## src/stb_pkg.sv

```systemverilog
package stb_pkg;
    localparam logic [2:0] MODE_SER_LOCAL = 3'h6;
    localparam logic [2:0] MODE_SER_UTC   = 3'h7;
    localparam logic [2:0] MODE_DCF_CET   = 3'h3;
    localparam logic [2:0] MODE_DCF_WORLD = 3'h4;

    localparam int          CLK_HZ       = 250_000_000;
    localparam int          BAUD_RATE    = 9600;
    localparam int          BAUD_DIV     = CLK_HZ / BAUD_RATE;
    localparam int          DATA_BITS    = 8;
    localparam logic [7:0]  CHR_STX      = 8'h02;
    localparam logic [7:0]  CHR_ETX      = 8'h03;
    localparam logic [2:0]  SER_FIELDS   = 3'h7;

    // Pulse train timing in ms: 100 ms is a zero, 200 ms a one
    localparam int          DCF_ONE_MS   = 150;
    localparam int          DCF_GAP_MS   = 1500;
    localparam int          DCF_ONE_CYC  = (CLK_HZ / 1000) * DCF_ONE_MS;
    localparam int          DCF_GAP_CYC  = (CLK_HZ / 1000) * DCF_GAP_MS;
    localparam logic [5:0]  DCF_BITS     = 6'h3B;
    localparam int          DCF_DST_BIT  = 17;
    localparam int          DCF_MIN_LSB  = 21;
    localparam int          DCF_HOUR_LSB = 29;
    localparam int          DCF_DAY_LSB  = 36;
    localparam int          DCF_MON_LSB  = 45;
    localparam int          DCF_YEAR_LSB = 50;

    localparam logic signed [5:0] CET_STD_OFF = 6'sh01;
    localparam logic signed [5:0] CET_DST_OFF = 6'sh02;
    localparam logic signed [5:0] DST_EXTRA   = 6'sh01;

    typedef enum logic [1:0] {
        RX_IDLE, RX_START, RX_DATA, RX_STOP
    } stb_rx_state_t;
endpackage

```

## src/stb_uart_rx.sv

```systemverilog
`timescale 1ns/1ps
module stb_uart_rx
    import stb_pkg::*;
#(
    parameter int BAUD_CYC = BAUD_DIV
) (
    input  wire logic       clk,
    input  wire logic       arst_n,
    input  wire logic       rxd,
    output logic            start_edge,
    output logic [7:0]      rx_byte,
    output logic            rx_valid
);
    stb_rx_state_t state, next_state;
    logic [15:0]   cnt, next_cnt;
    logic [2:0]    bit_idx, next_bit_idx;
    logic [7:0]    shreg, next_shreg;
    logic          next_valid;

    always_comb begin
        next_state   = state;
        next_cnt     = (cnt != 16'h0000) ? cnt - 16'h0001 : cnt;
        next_bit_idx = bit_idx;
        next_shreg   = shreg;
        next_valid   = 1'b0;
        start_edge   = 1'b0;
        unique case (state)
            RX_IDLE: begin
                if (!rxd) begin
                    start_edge = 1'b1;
                    next_state = RX_START;
                    next_cnt   = 16'(BAUD_CYC / 2);
                end
            end
            RX_START: begin
                if (cnt == 16'h0000) begin
                    next_state   = rxd ? RX_IDLE : RX_DATA;
                    next_cnt     = 16'(BAUD_CYC - 1);
                    next_bit_idx = 3'h0;
                end
            end
            RX_DATA: begin
                if (cnt == 16'h0000) begin
                    next_shreg = {rxd, shreg[7:1]};
                    next_cnt   = 16'(BAUD_CYC - 1);
                    if (bit_idx == 3'(DATA_BITS - 1)) begin
                        next_state = RX_STOP;
                    end
                    next_bit_idx = bit_idx + 3'h1;
                end
            end
            RX_STOP: begin
                if (cnt == 16'h0000) begin
                    next_state = RX_IDLE;
                    next_valid = rxd;
                end
            end
        endcase
    end

    always_ff @(posedge clk or negedge arst_n) begin
        if (!arst_n) begin
            state    <= RX_IDLE;
            cnt      <= 16'h0000;
            bit_idx  <= 3'h0;
            shreg    <= 8'h00;
            rx_valid <= 1'b0;
        end else begin
            state    <= next_state;
            cnt      <= next_cnt;
            bit_idx  <= next_bit_idx;
            shreg    <= next_shreg;
            rx_valid <= next_valid;
        end
    end

    assign rx_byte = shreg;
endmodule

```

## src/stb_time_base.sv

```systemverilog
`timescale 1ns/1ps
module stb_time_base
    import stb_pkg::*;
#(
    parameter int BAUD_CYC = BAUD_DIV,
    parameter int ONE_CYC  = DCF_ONE_CYC,
    parameter int GAP_CYC  = DCF_GAP_CYC
) (
    input  wire logic              SYS_CLK,
    input  wire logic              ARST_N,
    input  wire logic [2:0]        SYNC_MODE,
    input  wire logic signed [4:0] CFG_OFFSET,
    input  wire logic              CHG_VALID,
    input  wire logic [3:0]        CHG_SD_MONTH,
    input  wire logic [4:0]        CHG_SD_DAY,
    input  wire logic [4:0]        CHG_SD_HOUR,
    input  wire logic [3:0]        CHG_DS_MONTH,
    input  wire logic [4:0]        CHG_DS_DAY,
    input  wire logic [4:0]        CHG_DS_HOUR,
    input  wire logic              SER_RXD,
    input  wire logic              DCF_PULSE,
    output logic [5:0]             LOCAL_SEC,
    output logic [5:0]             LOCAL_MIN,
    output logic [4:0]             LOCAL_HOUR,
    output logic [4:0]             LOCAL_DAY,
    output logic [3:0]             LOCAL_MONTH,
    output logic [6:0]             LOCAL_YEAR,
    output logic [4:0]             UTC_HOUR,
    output logic [4:0]             UTC_DAY,
    output logic [3:0]             UTC_MONTH,
    output logic [6:0]             UTC_YEAR,
    output logic                   DST_ACTIVE,
    output logic signed [5:0]      APPLIED_OFFSET,
    output logic                   TIME_SET
);
    function automatic logic [4:0] days_in(input logic [3:0] m,
                                           input logic [6:0] y);
        unique case (m)
            4'h2:                      days_in = (y[1:0] == 2'h0) ? 5'd29 : 5'd28;
            4'h4, 4'h6, 4'h9, 4'hB:    days_in = 5'd30;
            default:                   days_in = 5'd31;
        endcase
    endfunction

    // Shifts {hour,day,month,year} by whole hours, carrying into the date
    function automatic logic [20:0] shift_hours(input logic [20:0] t,
                                                input logic signed [5:0] dh);
        logic signed [6:0] h;
        logic [4:0]        d;
        logic [3:0]        m;
        logic [6:0]        y;
        h = 7'(signed'({2'b00, t[20:16]})) + 7'(dh);
        d = t[15:11];
        m = t[10:7];
        y = t[6:0];
        if (h < 0) begin
            h = h + 7'sd24;
            if (d <= 5'd1) begin
                if (m <= 4'h1) begin
                    m = 4'hC;
                    y = (y == 7'h00) ? 7'd99 : y - 7'h01;
                end else begin
                    m = m - 4'h1;
                end
                d = days_in(m, y);
            end else begin
                d = d - 5'd1;
            end
        end else if (h >= 7'sd24) begin
            h = h - 7'sd24;
            if (d >= days_in(m, y)) begin
                d = 5'd1;
                if (m >= 4'hC) begin
                    m = 4'h1;
                    y = (y >= 7'd99) ? 7'h00 : y + 7'h01;
                end else begin
                    m = m + 4'h1;
                end
            end else begin
                d = d + 5'd1;
            end
        end
        shift_hours = {h[4:0], d, m, y};
    endfunction

    function automatic logic [6:0] bcd(input logic [7:0] v);
        bcd = 7'(v[3:0]) + 7'(v[7:4]) * 7'd10;
    endfunction

    // Serial string collector
    logic       start_edge;
    logic [7:0] rx_byte;
    logic       rx_valid;

    stb_uart_rx #(.BAUD_CYC(BAUD_CYC)) u_rx (
        .clk        (SYS_CLK),
        .arst_n     (ARST_N),
        .rxd        (SER_RXD),
        .start_edge (start_edge),
        .rx_byte    (rx_byte),
        .rx_valid   (rx_valid)
    );

    logic [2:0] fld, next_fld;
    logic [7:0] sbuf [6], next_sbuf [6];
    logic       ser_mode;
    logic       ser_commit;

    assign ser_mode = (SYNC_MODE == MODE_SER_LOCAL) ||
                      (SYNC_MODE == MODE_SER_UTC);
    // Committed on the start edge; the string is complete by then
    assign ser_commit = ser_mode && start_edge && (fld == SER_FIELDS);

    always_comb begin
        next_fld  = fld;
        next_sbuf = sbuf;
        if (ser_commit) begin
            next_fld = 3'h0;
        end else if (rx_valid) begin
            // Binary fields may equal the start code; only idle or a full string resyncs
            if (fld != 3'h0 && fld != SER_FIELDS) begin
                next_sbuf[fld - 3'h1] = rx_byte;
                next_fld = fld + 3'h1;
            end else if (rx_byte == CHR_STX) begin
                next_fld = 3'h1;
            end else begin
                next_fld = 3'h0;
            end
        end
    end

    always_ff @(posedge SYS_CLK or negedge ARST_N) begin
        if (!ARST_N) begin
            fld  <= 3'h0;
            sbuf <= '{default: 8'h00};
        end else begin
            fld  <= next_fld;
            sbuf <= next_sbuf;
        end
    end

    // Pulse train decoder
    logic        pulse_d, next_pulse_d;
    logic [28:0] width, next_width;
    logic [5:0]  dbit, next_dbit;
    logic [58:0] dreg, next_dreg;
    logic        dcf_commit;
    logic        dcf_mode;

    assign dcf_mode   = (SYNC_MODE == MODE_DCF_CET) ||
                        (SYNC_MODE == MODE_DCF_WORLD);
    // Minute mark: long gap, then the rising edge of second zero
    assign dcf_commit = dcf_mode && DCF_PULSE && !pulse_d &&
                        width >= 29'(GAP_CYC) && dbit == DCF_BITS;

    always_comb begin
        next_pulse_d = DCF_PULSE;
        next_dbit    = dbit;
        next_dreg    = dreg;
        next_width   = (width == '1) ? width : width + 29'h1;
        if (DCF_PULSE != pulse_d) begin
            next_width = 29'h0;
        end
        if (!DCF_PULSE && pulse_d && dbit < DCF_BITS) begin
            next_dreg[dbit] = (width >= 29'(ONE_CYC));
            next_dbit       = dbit + 6'h1;
        end
        if (DCF_PULSE && !pulse_d && width >= 29'(GAP_CYC)) begin
            next_dbit = 6'h0;
        end
    end

    always_ff @(posedge SYS_CLK or negedge ARST_N) begin
        if (!ARST_N) begin
            pulse_d <= 1'b0;
            width   <= 29'h0;
            dbit    <= 6'h0;
            dreg    <= '0;
        end else begin
            pulse_d <= next_pulse_d;
            width   <= next_width;
            dbit    <= next_dbit;
            dreg    <= next_dreg;
        end
    end

    // Conversion
    logic [20:0]       rx_t;
    logic [5:0]        rx_sec;
    logic [5:0]        rx_min;
    logic [13:0]       key_now, key_sd, key_ds;
    logic              pts_dst, dst, next_dst;
    logic signed [5:0] off, next_off;
    logic [20:0]       loc_t, utc_t;
    logic [5:0]        next_lsec, next_lmin;

    always_comb begin
        if (ser_mode) begin
            rx_sec = sbuf[0][5:0];
            rx_min = sbuf[1][5:0];
            rx_t   = {sbuf[2][4:0], sbuf[3][4:0], sbuf[4][3:0], sbuf[5][6:0]};
        end else begin
            rx_sec = 6'h00;
            rx_min = 6'(bcd({1'b0, dreg[DCF_MIN_LSB +: 7]}));
            rx_t   = {5'(bcd({2'b00, dreg[DCF_HOUR_LSB +: 6]})),
                      5'(bcd({2'b00, dreg[DCF_DAY_LSB +: 6]})),
                      4'(bcd({3'b000, dreg[DCF_MON_LSB +: 5]})),
                      bcd(dreg[DCF_YEAR_LSB +: 8])};
        end
    end

    // Changeover window; a later start than end wraps over the new year
    assign key_now = {rx_t[10:7], rx_t[15:11], rx_t[20:16]};
    assign key_sd  = {CHG_SD_MONTH, CHG_SD_DAY, CHG_SD_HOUR};
    assign key_ds  = {CHG_DS_MONTH, CHG_DS_DAY, CHG_DS_HOUR};
    assign pts_dst = CHG_VALID && ((key_sd <= key_ds) ?
                     (key_now >= key_sd && key_now < key_ds) :
                     (key_now >= key_sd || key_now < key_ds));

    always_comb begin
        next_dst  = dst;
        next_off  = off;
        next_lsec = LOCAL_SEC;
        next_lmin = LOCAL_MIN;
        loc_t     = {LOCAL_HOUR, LOCAL_DAY, LOCAL_MONTH, LOCAL_YEAR};
        utc_t     = {UTC_HOUR, UTC_DAY, UTC_MONTH, UTC_YEAR};
        if (ser_commit || dcf_commit) begin
            next_lsec = rx_sec;
            next_lmin = rx_min;
            if (ser_mode) begin
                next_dst = pts_dst;
                next_off = 6'(CFG_OFFSET) + (pts_dst ? DST_EXTRA : 6'sh00);
            end else if (SYNC_MODE == MODE_DCF_CET) begin
                next_dst = dreg[DCF_DST_BIT];
                next_off = next_dst ? CET_DST_OFF : CET_STD_OFF;
            end else begin
                next_dst = dreg[DCF_DST_BIT];
                next_off = 6'(CFG_OFFSET) + (next_dst ? DST_EXTRA : 6'sh00);
            end
            if (SYNC_MODE == MODE_SER_UTC) begin
                utc_t = rx_t;
                loc_t = shift_hours(rx_t, next_off);
            end else begin
                loc_t = rx_t;
                utc_t = shift_hours(rx_t, -next_off);
            end
        end
    end

    always_ff @(posedge SYS_CLK or negedge ARST_N) begin
        if (!ARST_N) begin
            LOCAL_SEC      <= 6'h00;
            LOCAL_MIN      <= 6'h00;
            {LOCAL_HOUR, LOCAL_DAY, LOCAL_MONTH, LOCAL_YEAR} <= 21'h0;
            {UTC_HOUR, UTC_DAY, UTC_MONTH, UTC_YEAR}         <= 21'h0;
            dst            <= 1'b0;
            off            <= 6'sh00;
            TIME_SET       <= 1'b0;
        end else begin
            LOCAL_SEC      <= next_lsec;
            LOCAL_MIN      <= next_lmin;
            {LOCAL_HOUR, LOCAL_DAY, LOCAL_MONTH, LOCAL_YEAR} <= loc_t;
            {UTC_HOUR, UTC_DAY, UTC_MONTH, UTC_YEAR}         <= utc_t;
            dst            <= next_dst;
            off            <= next_off;
            TIME_SET       <= ser_commit || dcf_commit;
        end
    end

    assign DST_ACTIVE     = dst;
    assign APPLIED_OFFSET = off;

    a_local_pass: assert property (@(posedge SYS_CLK) disable iff (!ARST_N)
        ser_commit && SYNC_MODE == MODE_SER_LOCAL |=>
            LOCAL_HOUR == $past(sbuf[2][4:0]))
        else $error("serial local hour not kept");
    a_utc_pass: assert property (@(posedge SYS_CLK) disable iff (!ARST_N)
        ser_commit && SYNC_MODE == MODE_SER_UTC |=>
            UTC_HOUR == $past(sbuf[2][4:0]))
        else $error("serial utc hour not kept");
    a_ser_offset: assert property (@(posedge SYS_CLK) disable iff (!ARST_N)
        ser_commit |=> APPLIED_OFFSET ==
            6'($past(CFG_OFFSET)) + (DST_ACTIVE ? 6'sh01 : 6'sh00))
        else $error("serial offset wrong");
    a_no_points: assert property (@(posedge SYS_CLK) disable iff (!ARST_N)
        ser_commit && !CHG_VALID |=> !DST_ACTIVE)
        else $error("daylight without changeover points");
    a_cet_fixed: assert property (@(posedge SYS_CLK) disable iff (!ARST_N)
        dcf_commit && SYNC_MODE == MODE_DCF_CET |=>
            APPLIED_OFFSET == (DST_ACTIVE ? 6'sh02 : 6'sh01))
        else $error("cet offset wrong");
    a_dst_signal: assert property (@(posedge SYS_CLK) disable iff (!ARST_N)
        dcf_commit |=> DST_ACTIVE == $past(dreg[DCF_DST_BIT]))
        else $error("dst not from signal");
    a_world_off: assert property (@(posedge SYS_CLK) disable iff (!ARST_N)
        dcf_commit && SYNC_MODE == MODE_DCF_WORLD |=> APPLIED_OFFSET ==
            6'($past(CFG_OFFSET)) + (DST_ACTIVE ? 6'sh01 : 6'sh00))
        else $error("worldwide offset wrong");
    a_etx_set: assert property (@(posedge SYS_CLK) disable iff (!ARST_N)
        ser_mode && start_edge && fld == SER_FIELDS |=> TIME_SET ##1 !TIME_SET)
        else $error("time not set on end-of-text start edge");
    a_utc_calc: assert property (@(posedge SYS_CLK) disable iff (!ARST_N)
        dcf_commit |=> {UTC_HOUR, UTC_DAY, UTC_MONTH, UTC_YEAR} ==
            shift_hours({LOCAL_HOUR, LOCAL_DAY, LOCAL_MONTH, LOCAL_YEAR},
                        -APPLIED_OFFSET))
        else $error("utc not local minus offset");
endmodule

```

## config.mk

```make
export PLATFORM = sky130hd
export DESIGN_NAME = stb_time_base
export DESIGN_NICKNAME = d
export VERILOG_FILES = /design/src/stb_pkg.sv /design/src/stb_uart_rx.sv /design/src/stb_time_base.sv
export SDC_FILE = /design/constraint.sdc
export NUM_CORES = 1
export LEC_CHECK = 0
export ABC_AREA = 1
export BUFFER_PORTS_ARGS = -buffer_cell sky130_fd_sc_hd__clkbuf_2
export CORE_MARGIN = 3
export CORE_UTILIZATION = 60
export CTS_CLUSTER_SIZE = 8
export DETAILED_ROUTE_END_ITERATION = 8
export GPL_ROUTABILITY_DRIVEN = 0
export GPL_TIMING_DRIVEN = 0
export PLACE_DENSITY = 0.8
export RECOVER_POWER = 25
export SYNTH_ARGS = -nofsm -noshare
export SYNTH_HDL_FRONTEND = slang
export SYNTH_SLANG_ARGS = --single-unit
```

## constraint.sdc

```tcl
create_clock -name SYS_CLK -period 9.9 [get_ports SYS_CLK]
set_clock_uncertainty 0.05 [all_clocks]
set_input_delay 1.485 -clock SYS_CLK [delete_from_list [all_inputs] [get_ports SYS_CLK]]
set_output_delay 1.485 -clock SYS_CLK [all_outputs]
set_load 0.05 [all_outputs]
```

==> tab_implementation.tex <==
\begin{tabular}{lr}
\hline
Metric & Value \\
\hline
\multicolumn{2}{l}{\textbf{Synth}} \\
\quad Flop and latch count out of synthesis & slightly below 200 \\
\quad Average cell area after synthesis & a little over 7 um2 \\
\quad Net count of the mapped netlist & 2054 \\
\quad Number of enable-type register cells in the synthesized netlist & 0 \\
\quad Library cells used by synthesis & roughly 60 \\
\quad Cell accounting for the most synthesized area & sky130\_fd\_sc\_hd\_\_dfrtp\_1 \\
\quad Share of synthesized area occupied by flip-flops and latches & a little over a third \\
\quad Yosys warnings & 0 \\
\quad Post-synthesis cell count & approximately 1.9k \\
\quad Most area-consuming cells after synthesis & sky130\_fd\_sc\_hd\_\_dfrtp\_1, sky130\_fd\_sc\_hd\_\_nand2\_1, sky130\_fd\_sc\_hd\_\_ha\_1, sky130\_fd\_sc\_hd\_\_inv\_1, sky130\_fd\_sc\_hd\_\_a21oi\_1 \\
\quad Most instantiated flip-flop cell in the synthesis netlist & sky130\_fd\_sc\_hd\_\_dfrtp\_1 \\
\quad Async set or reset register ratio after synthesis & between 90\% and 100\% \\
\quad Proportion of netlist area held by the largest area contributor & between 30\% and 40\% \\
\quad Combined area of all synthesized cells & 13800 um2 \\
\multicolumn{2}{l}{\textbf{Die}} \\
\quad Die X-Extent & between 150 and 200 um \\
\quad Total die area & around 25000 um2 \\
\quad Die boundary height & roughly 160 um \\
\quad Std-Cell Rows & 54 \\
\quad Core area & 22200 um2 \\
\quad Starting Density & between 60 and 70\% \\
\quad Number of top-level pins & 103 \\
\multicolumn{2}{l}{\textbf{Drt}} \\
\quad Number of vias per cell after detailed routing & a little under 6 \\
\quad Routed Wire Length & approximately 39 mm \\
\quad Final routed wire length divided by cell count & roughly 17 um \\
\quad Via total after detailed routing & between 10k and 15k \\
\quad Detailed router's first-iteration violation count & about 1.5k \\
\quad First-pass DRT Iterations & 6 \\
\quad DRC violation count after routing & 0 \\
\quad Count of antenna-violating nets left after detailed routing & 0 \\
\multicolumn{2}{l}{\textbf{Clocking}} \\
\quad Number of buffers on the longest clock path & 2 \\
\quad CTS clk-pin slew, worst paths & about 0.080 ns \\
\quad Post-cts hold buffer count & 0 \\
\quad Clock tree sinks & $\sim$200 \\
\quad Clock Tree Root & sky130\_fd\_sc\_hd\_\_clkbuf\_16 \\
\quad Quantity of gates resized following cts & 0 \\
\quad Postcts setup bufs & 0 \\
\quad Number of buffers created by CTS & 17 \\
\quad H-tree depth & 4 \\
\quad Clock tree from TritonCTS & yes \\
\quad Worst-Skew Late Latency & $\sim$0.44 ns \\
\multicolumn{2}{l}{\textbf{Setup path}} \\
\quad Capturing element type of the critical path & flip-flop \\
\quad Number of cells on the critical path & 42 \\
\quad Delay-heaviest family, CP & simple AND/OR/NAND/NOR gates \\
\quad Reg-to-Reg End & UTC\_MONTH[3] \\
\quad Arrival time at the worst endpoint & $\sim$8.7 ns \\
\quad Category of the worst setup path launch point & primary input \\
\quad Worst setup slack for register-to-register paths & 2.82 ns \\
\quad Most repeated library cell on the critical path & sky130\_fd\_sc\_hd\_\_nand2\_1 \\
\quad Master of the slowest instance on the critical path & sky130\_fd\_sc\_hd\_\_o21ai\_0 \\
\quad Required time of the critical path & roughly 10 ns \\
\quad Critical path buffer and inverter count & 10 \\
\quad FF-to-FF Start & dreg[37] \\
\quad Worst setup path class & in2reg \\
\quad FF-to-FF path depth & 37 \\
\quad Setup crit start & SYNC\_MODE[0] \\
\quad Worst Path Max Fanout & 10 \\
\quad Largest stage delay on the critical path & 0.84 ns \\
\multicolumn{2}{l}{\textbf{Hold path}} \\
\quad Destination of the worst hold path & width[24] \\
\quad Worst Hold Depth & 1 \\
\quad Min-delay worst type & reg2reg \\
\quad Worst Hold Launch & width[24] \\
\multicolumn{2}{l}{\textbf{Status}} \\
\quad Run status & finished with violations \\
\quad Violations in the final reports & max-capacitance violations, max-slew violations \\
\multicolumn{2}{l}{\textbf{Power}} \\
\quad Power density relative to cell area & roughly 220 nW/um2 \\
\quad Pleak & approximately 7.8 nW \\
\quad Maximum resistive drop on vdd & between 150 and 200 uV \\
\multicolumn{2}{l}{\textbf{STA}} \\
\quad RSZ-0062 raised after global routing & no \\
\quad Max-slew violation total from the final report & 200 \\
\quad Shortest clock period the worst path allows after layout & 8.44 ns \\
\quad Number of endpoints with negative hold slack in the final report & 0 \\
\quad Relative slew margins & -190\% \\
\quad Worst-margin pin slew & $\sim$4.3 ns \\
\quad Tightest hold margin & about 0.41 ns \\
\quad Summed negative setup slack over all endpoints & 0 ns \\
\quad Share of the clock period used by the worst path after layout & a little under nine tenths \\
\quad Achievable Freq & 119 MHz \\
\quad Finish-stage setup viols & 0 \\
\multicolumn{2}{l}{\textbf{Placement}} \\
\quad Detailed Place HPWL & around 29 mm \\
\quad Placed cell count & around 2.3k \\
\quad Cell area after placement & approximately 15000 um2 \\
\quad Port Buffers & between 100 and 150 \\
\multicolumn{2}{l}{\textbf{Finish}} \\
\quad Diode count & 0 \\
\quad Fill count & approximately 1.9k \\
\quad Share of layout cells above drive strength 1 & approximately a tenth \\
\quad Non-Filler Instances & approximately 2.3k \\
\quad Final net count & between 2k and 2.5k \\
\quad Area of all placed cells without fillers & 15300 um2 \\
\quad Synth-to-Final Area Change & 10.5\% \\
\quad End-of-flow core utilization & 68.7\% \\
\multicolumn{2}{l}{\textbf{GRT}} \\
\quad Antenna violations before repair & 0 \\
\quad First-pass GRT wire length & approximately 64 mm \\
\quad GRT Overall Usage & 32.0\% \\
\quad Global route total overflow & 0 \\
\quad Number of global-route vias before repair & 13.2k \\
\quad Largest net degree at the start of global routing & between 100 and 150 \\
\multicolumn{2}{l}{\textbf{Job}} \\
\quad Number of max-cap violations & 2 \\
\hline
\end{tabular}
==> how the worst max path moves through the flow <==
| stage | to | slack [ns] |
|---|---|---|
| floorplan | UTC_DAY[4] | 2.84 |
| global route | UTC_MONTH[3] | 1.05 |
| finish | UTC_MONTH[3] | 1.46 |
| detailed placement | UTC_MONTH[3] | 1.27 |
| global placement | UTC_MONTH[3] | 1.40 |
| CTS | UTC_MONTH[3] | 1.68 |
==> state kept, by name, indices dropped and copies added (netlist names), 7 cells and up, named ones only <==
name and cells:
dreg 33, sbuf 33, width 29, u_rx.cnt 16, u_rx.rx_byte 8, LOCAL_YEAR 7, UTC_YEAR 7
==> power by group <==
| group | leakage, nW | total, W | switching, W | internal [W] |
|---|---|---|---|---|
| logic | 4.93 | 0.00176 | 0.00120 | 0.000560 |
| registers | 2.61 | 0.000928 | 0.0000635 | 0.000865 |
| clock network | 0.297 | 0.000719 | 0.000327 | 0.000392 |
==> worst register-to-register path, delay by kind of cell (launching register included) <==
family,cells,cell delay [ns]
and+or+nand+nor,14,1.97
xor gates and xnor gates,2,0.32
DFF,1,0.40
AOI/OAI and AO/OA,8,1.50
adders and majority gates,8,2.19
buffers and inverters,5,0.54
==> synth_stat cells (all sizes together) (4+ instances only) <==
cell and number:
nand2 479, inv 228, dfrtp 197, nor2 191, o21ai 154, a21oi 150
nand3 138, ha 105, nor3 37, nand4 30, clkbuf 28, a31oi 27
xor2 25, buf 20, or2 12, nand3b 11, nor4 10, xnor2 8
fa 7, a211oi 6, o21a 5, o211ai 4
==> final cells by class <==
| class | instances | area (um2) | area share, % |
|---|---|---|---|
| repair buffers | 102 | 507 | 3.32 |
| well taps | 280 | 350 | 2.29 |
| inverters | 231 | 875 | 5.73 |
| multi-input cells | 1425 | 7770 | 50.9 |
| plain buffers | 48 | 240 | 1.57 |
| clock buffers | 20 | 457 | 2.99 |
| flip-flops and latches | 197 | 4930 | 32.3 |
| clock inverters | 11 | 139 | 0.909 |
==> per-layer routing <==
layer | wire length, um | global-route usage [%]
met5 | 0 | 0
met3 | 3250 | 5.47
met2 | 18400 | 53.5
met4 | 1630 | 14.5
met1 | 16100 | 40.9
==> layout by cell type, fill, tap and decap left out, types with 3 or more instances in the layout <==
| cell | count |
|---|---|
| sky130_fd_sc_hd__o21ai_0 | 122 |
| sky130_fd_sc_hd__inv_8 | 3 |
| sky130_fd_sc_hd__inv_1 | 220 |
| sky130_fd_sc_hd__xnor2_1 | 8 |
| sky130_fd_sc_hd__nand2_1 | 463 |
| sky130_fd_sc_hd__nand4_1 | 27 |
| sky130_fd_sc_hd__buf_6 | 4 |
| sky130_fd_sc_hd__o21bai_1 | 3 |
| sky130_fd_sc_hd__or2_2 | 11 |
| sky130_fd_sc_hd__o2111ai_1 | 3 |
| sky130_fd_sc_hd__nand3b_1 | 9 |
| sky130_fd_sc_hd__clkbuf_1 | 32 |
| sky130_fd_sc_hd__inv_6 | 3 |
| sky130_fd_sc_hd__o21ai_2 | 5 |
| sky130_fd_sc_hd__nand2_4 | 3 |
| sky130_fd_sc_hd__nor2_1 | 186 |
| sky130_fd_sc_hd__inv_2 | 7 |
| sky130_fd_sc_hd__o21a_1 | 5 |
| sky130_fd_sc_hd__buf_4 | 5 |
| sky130_fd_sc_hd__ha_1 | 105 |
| sky130_fd_sc_hd__dfrtp_1 | 197 |
| sky130_fd_sc_hd__nand2_2 | 13 |
| sky130_fd_sc_hd__and3_1 | 3 |
| sky130_fd_sc_hd__nor2_2 | 4 |
| sky130_fd_sc_hd__nor3_1 | 37 |
| sky130_fd_sc_hd__nor4_1 | 8 |
| sky130_fd_sc_hd__buf_2 | 9 |
| sky130_fd_sc_hd__a31oi_1 | 27 |
| sky130_fd_sc_hd__a21oi_1 | 150 |
| sky130_fd_sc_hd__nand3_2 | 5 |
| sky130_fd_sc_hd__o211ai_1 | 4 |
| sky130_fd_sc_hd__o21ai_1 | 26 |
| sky130_fd_sc_hd__fa_1 | 7 |
| sky130_fd_sc_hd__clkbuf_16 | 17 |
| sky130_fd_sc_hd__xor2_1 | 25 |
| sky130_fd_sc_hd__a211oi_1 | 6 |
| sky130_fd_sc_hd__nand3_1 | 131 |
| sky130_fd_sc_hd__clkbuf_2 | 99 |
==> kinds of logic after synthesis <==
logic type | count (synthesis) | synth area share [%]
and+or+nand+nor | 911 | 29.0
AOI/OAI and AO/OA | 368 | 14.6
buffers and inverters | 279 | 8.07
DFF | 197 | 35.7
adders and majority gates | 112 | 10.5
xor gates and xnor gates | 33 | 2.09
muxes | 1 | 0.0724
==> metrics by stage <==
step / setup WS [ns] / power [W]
6_report: 1.46 / 0.00341
2_1_floorplan: 2.84 / 0.00218
3_5_place_dp: 1.27 / 0.00262
5_1_grt: 1.05 / 0.00364
3_3_place_gp: 1.40 / 0.00256
4_1_cts: 1.68 / 0.00335
(Power assumes the default switching activity.)
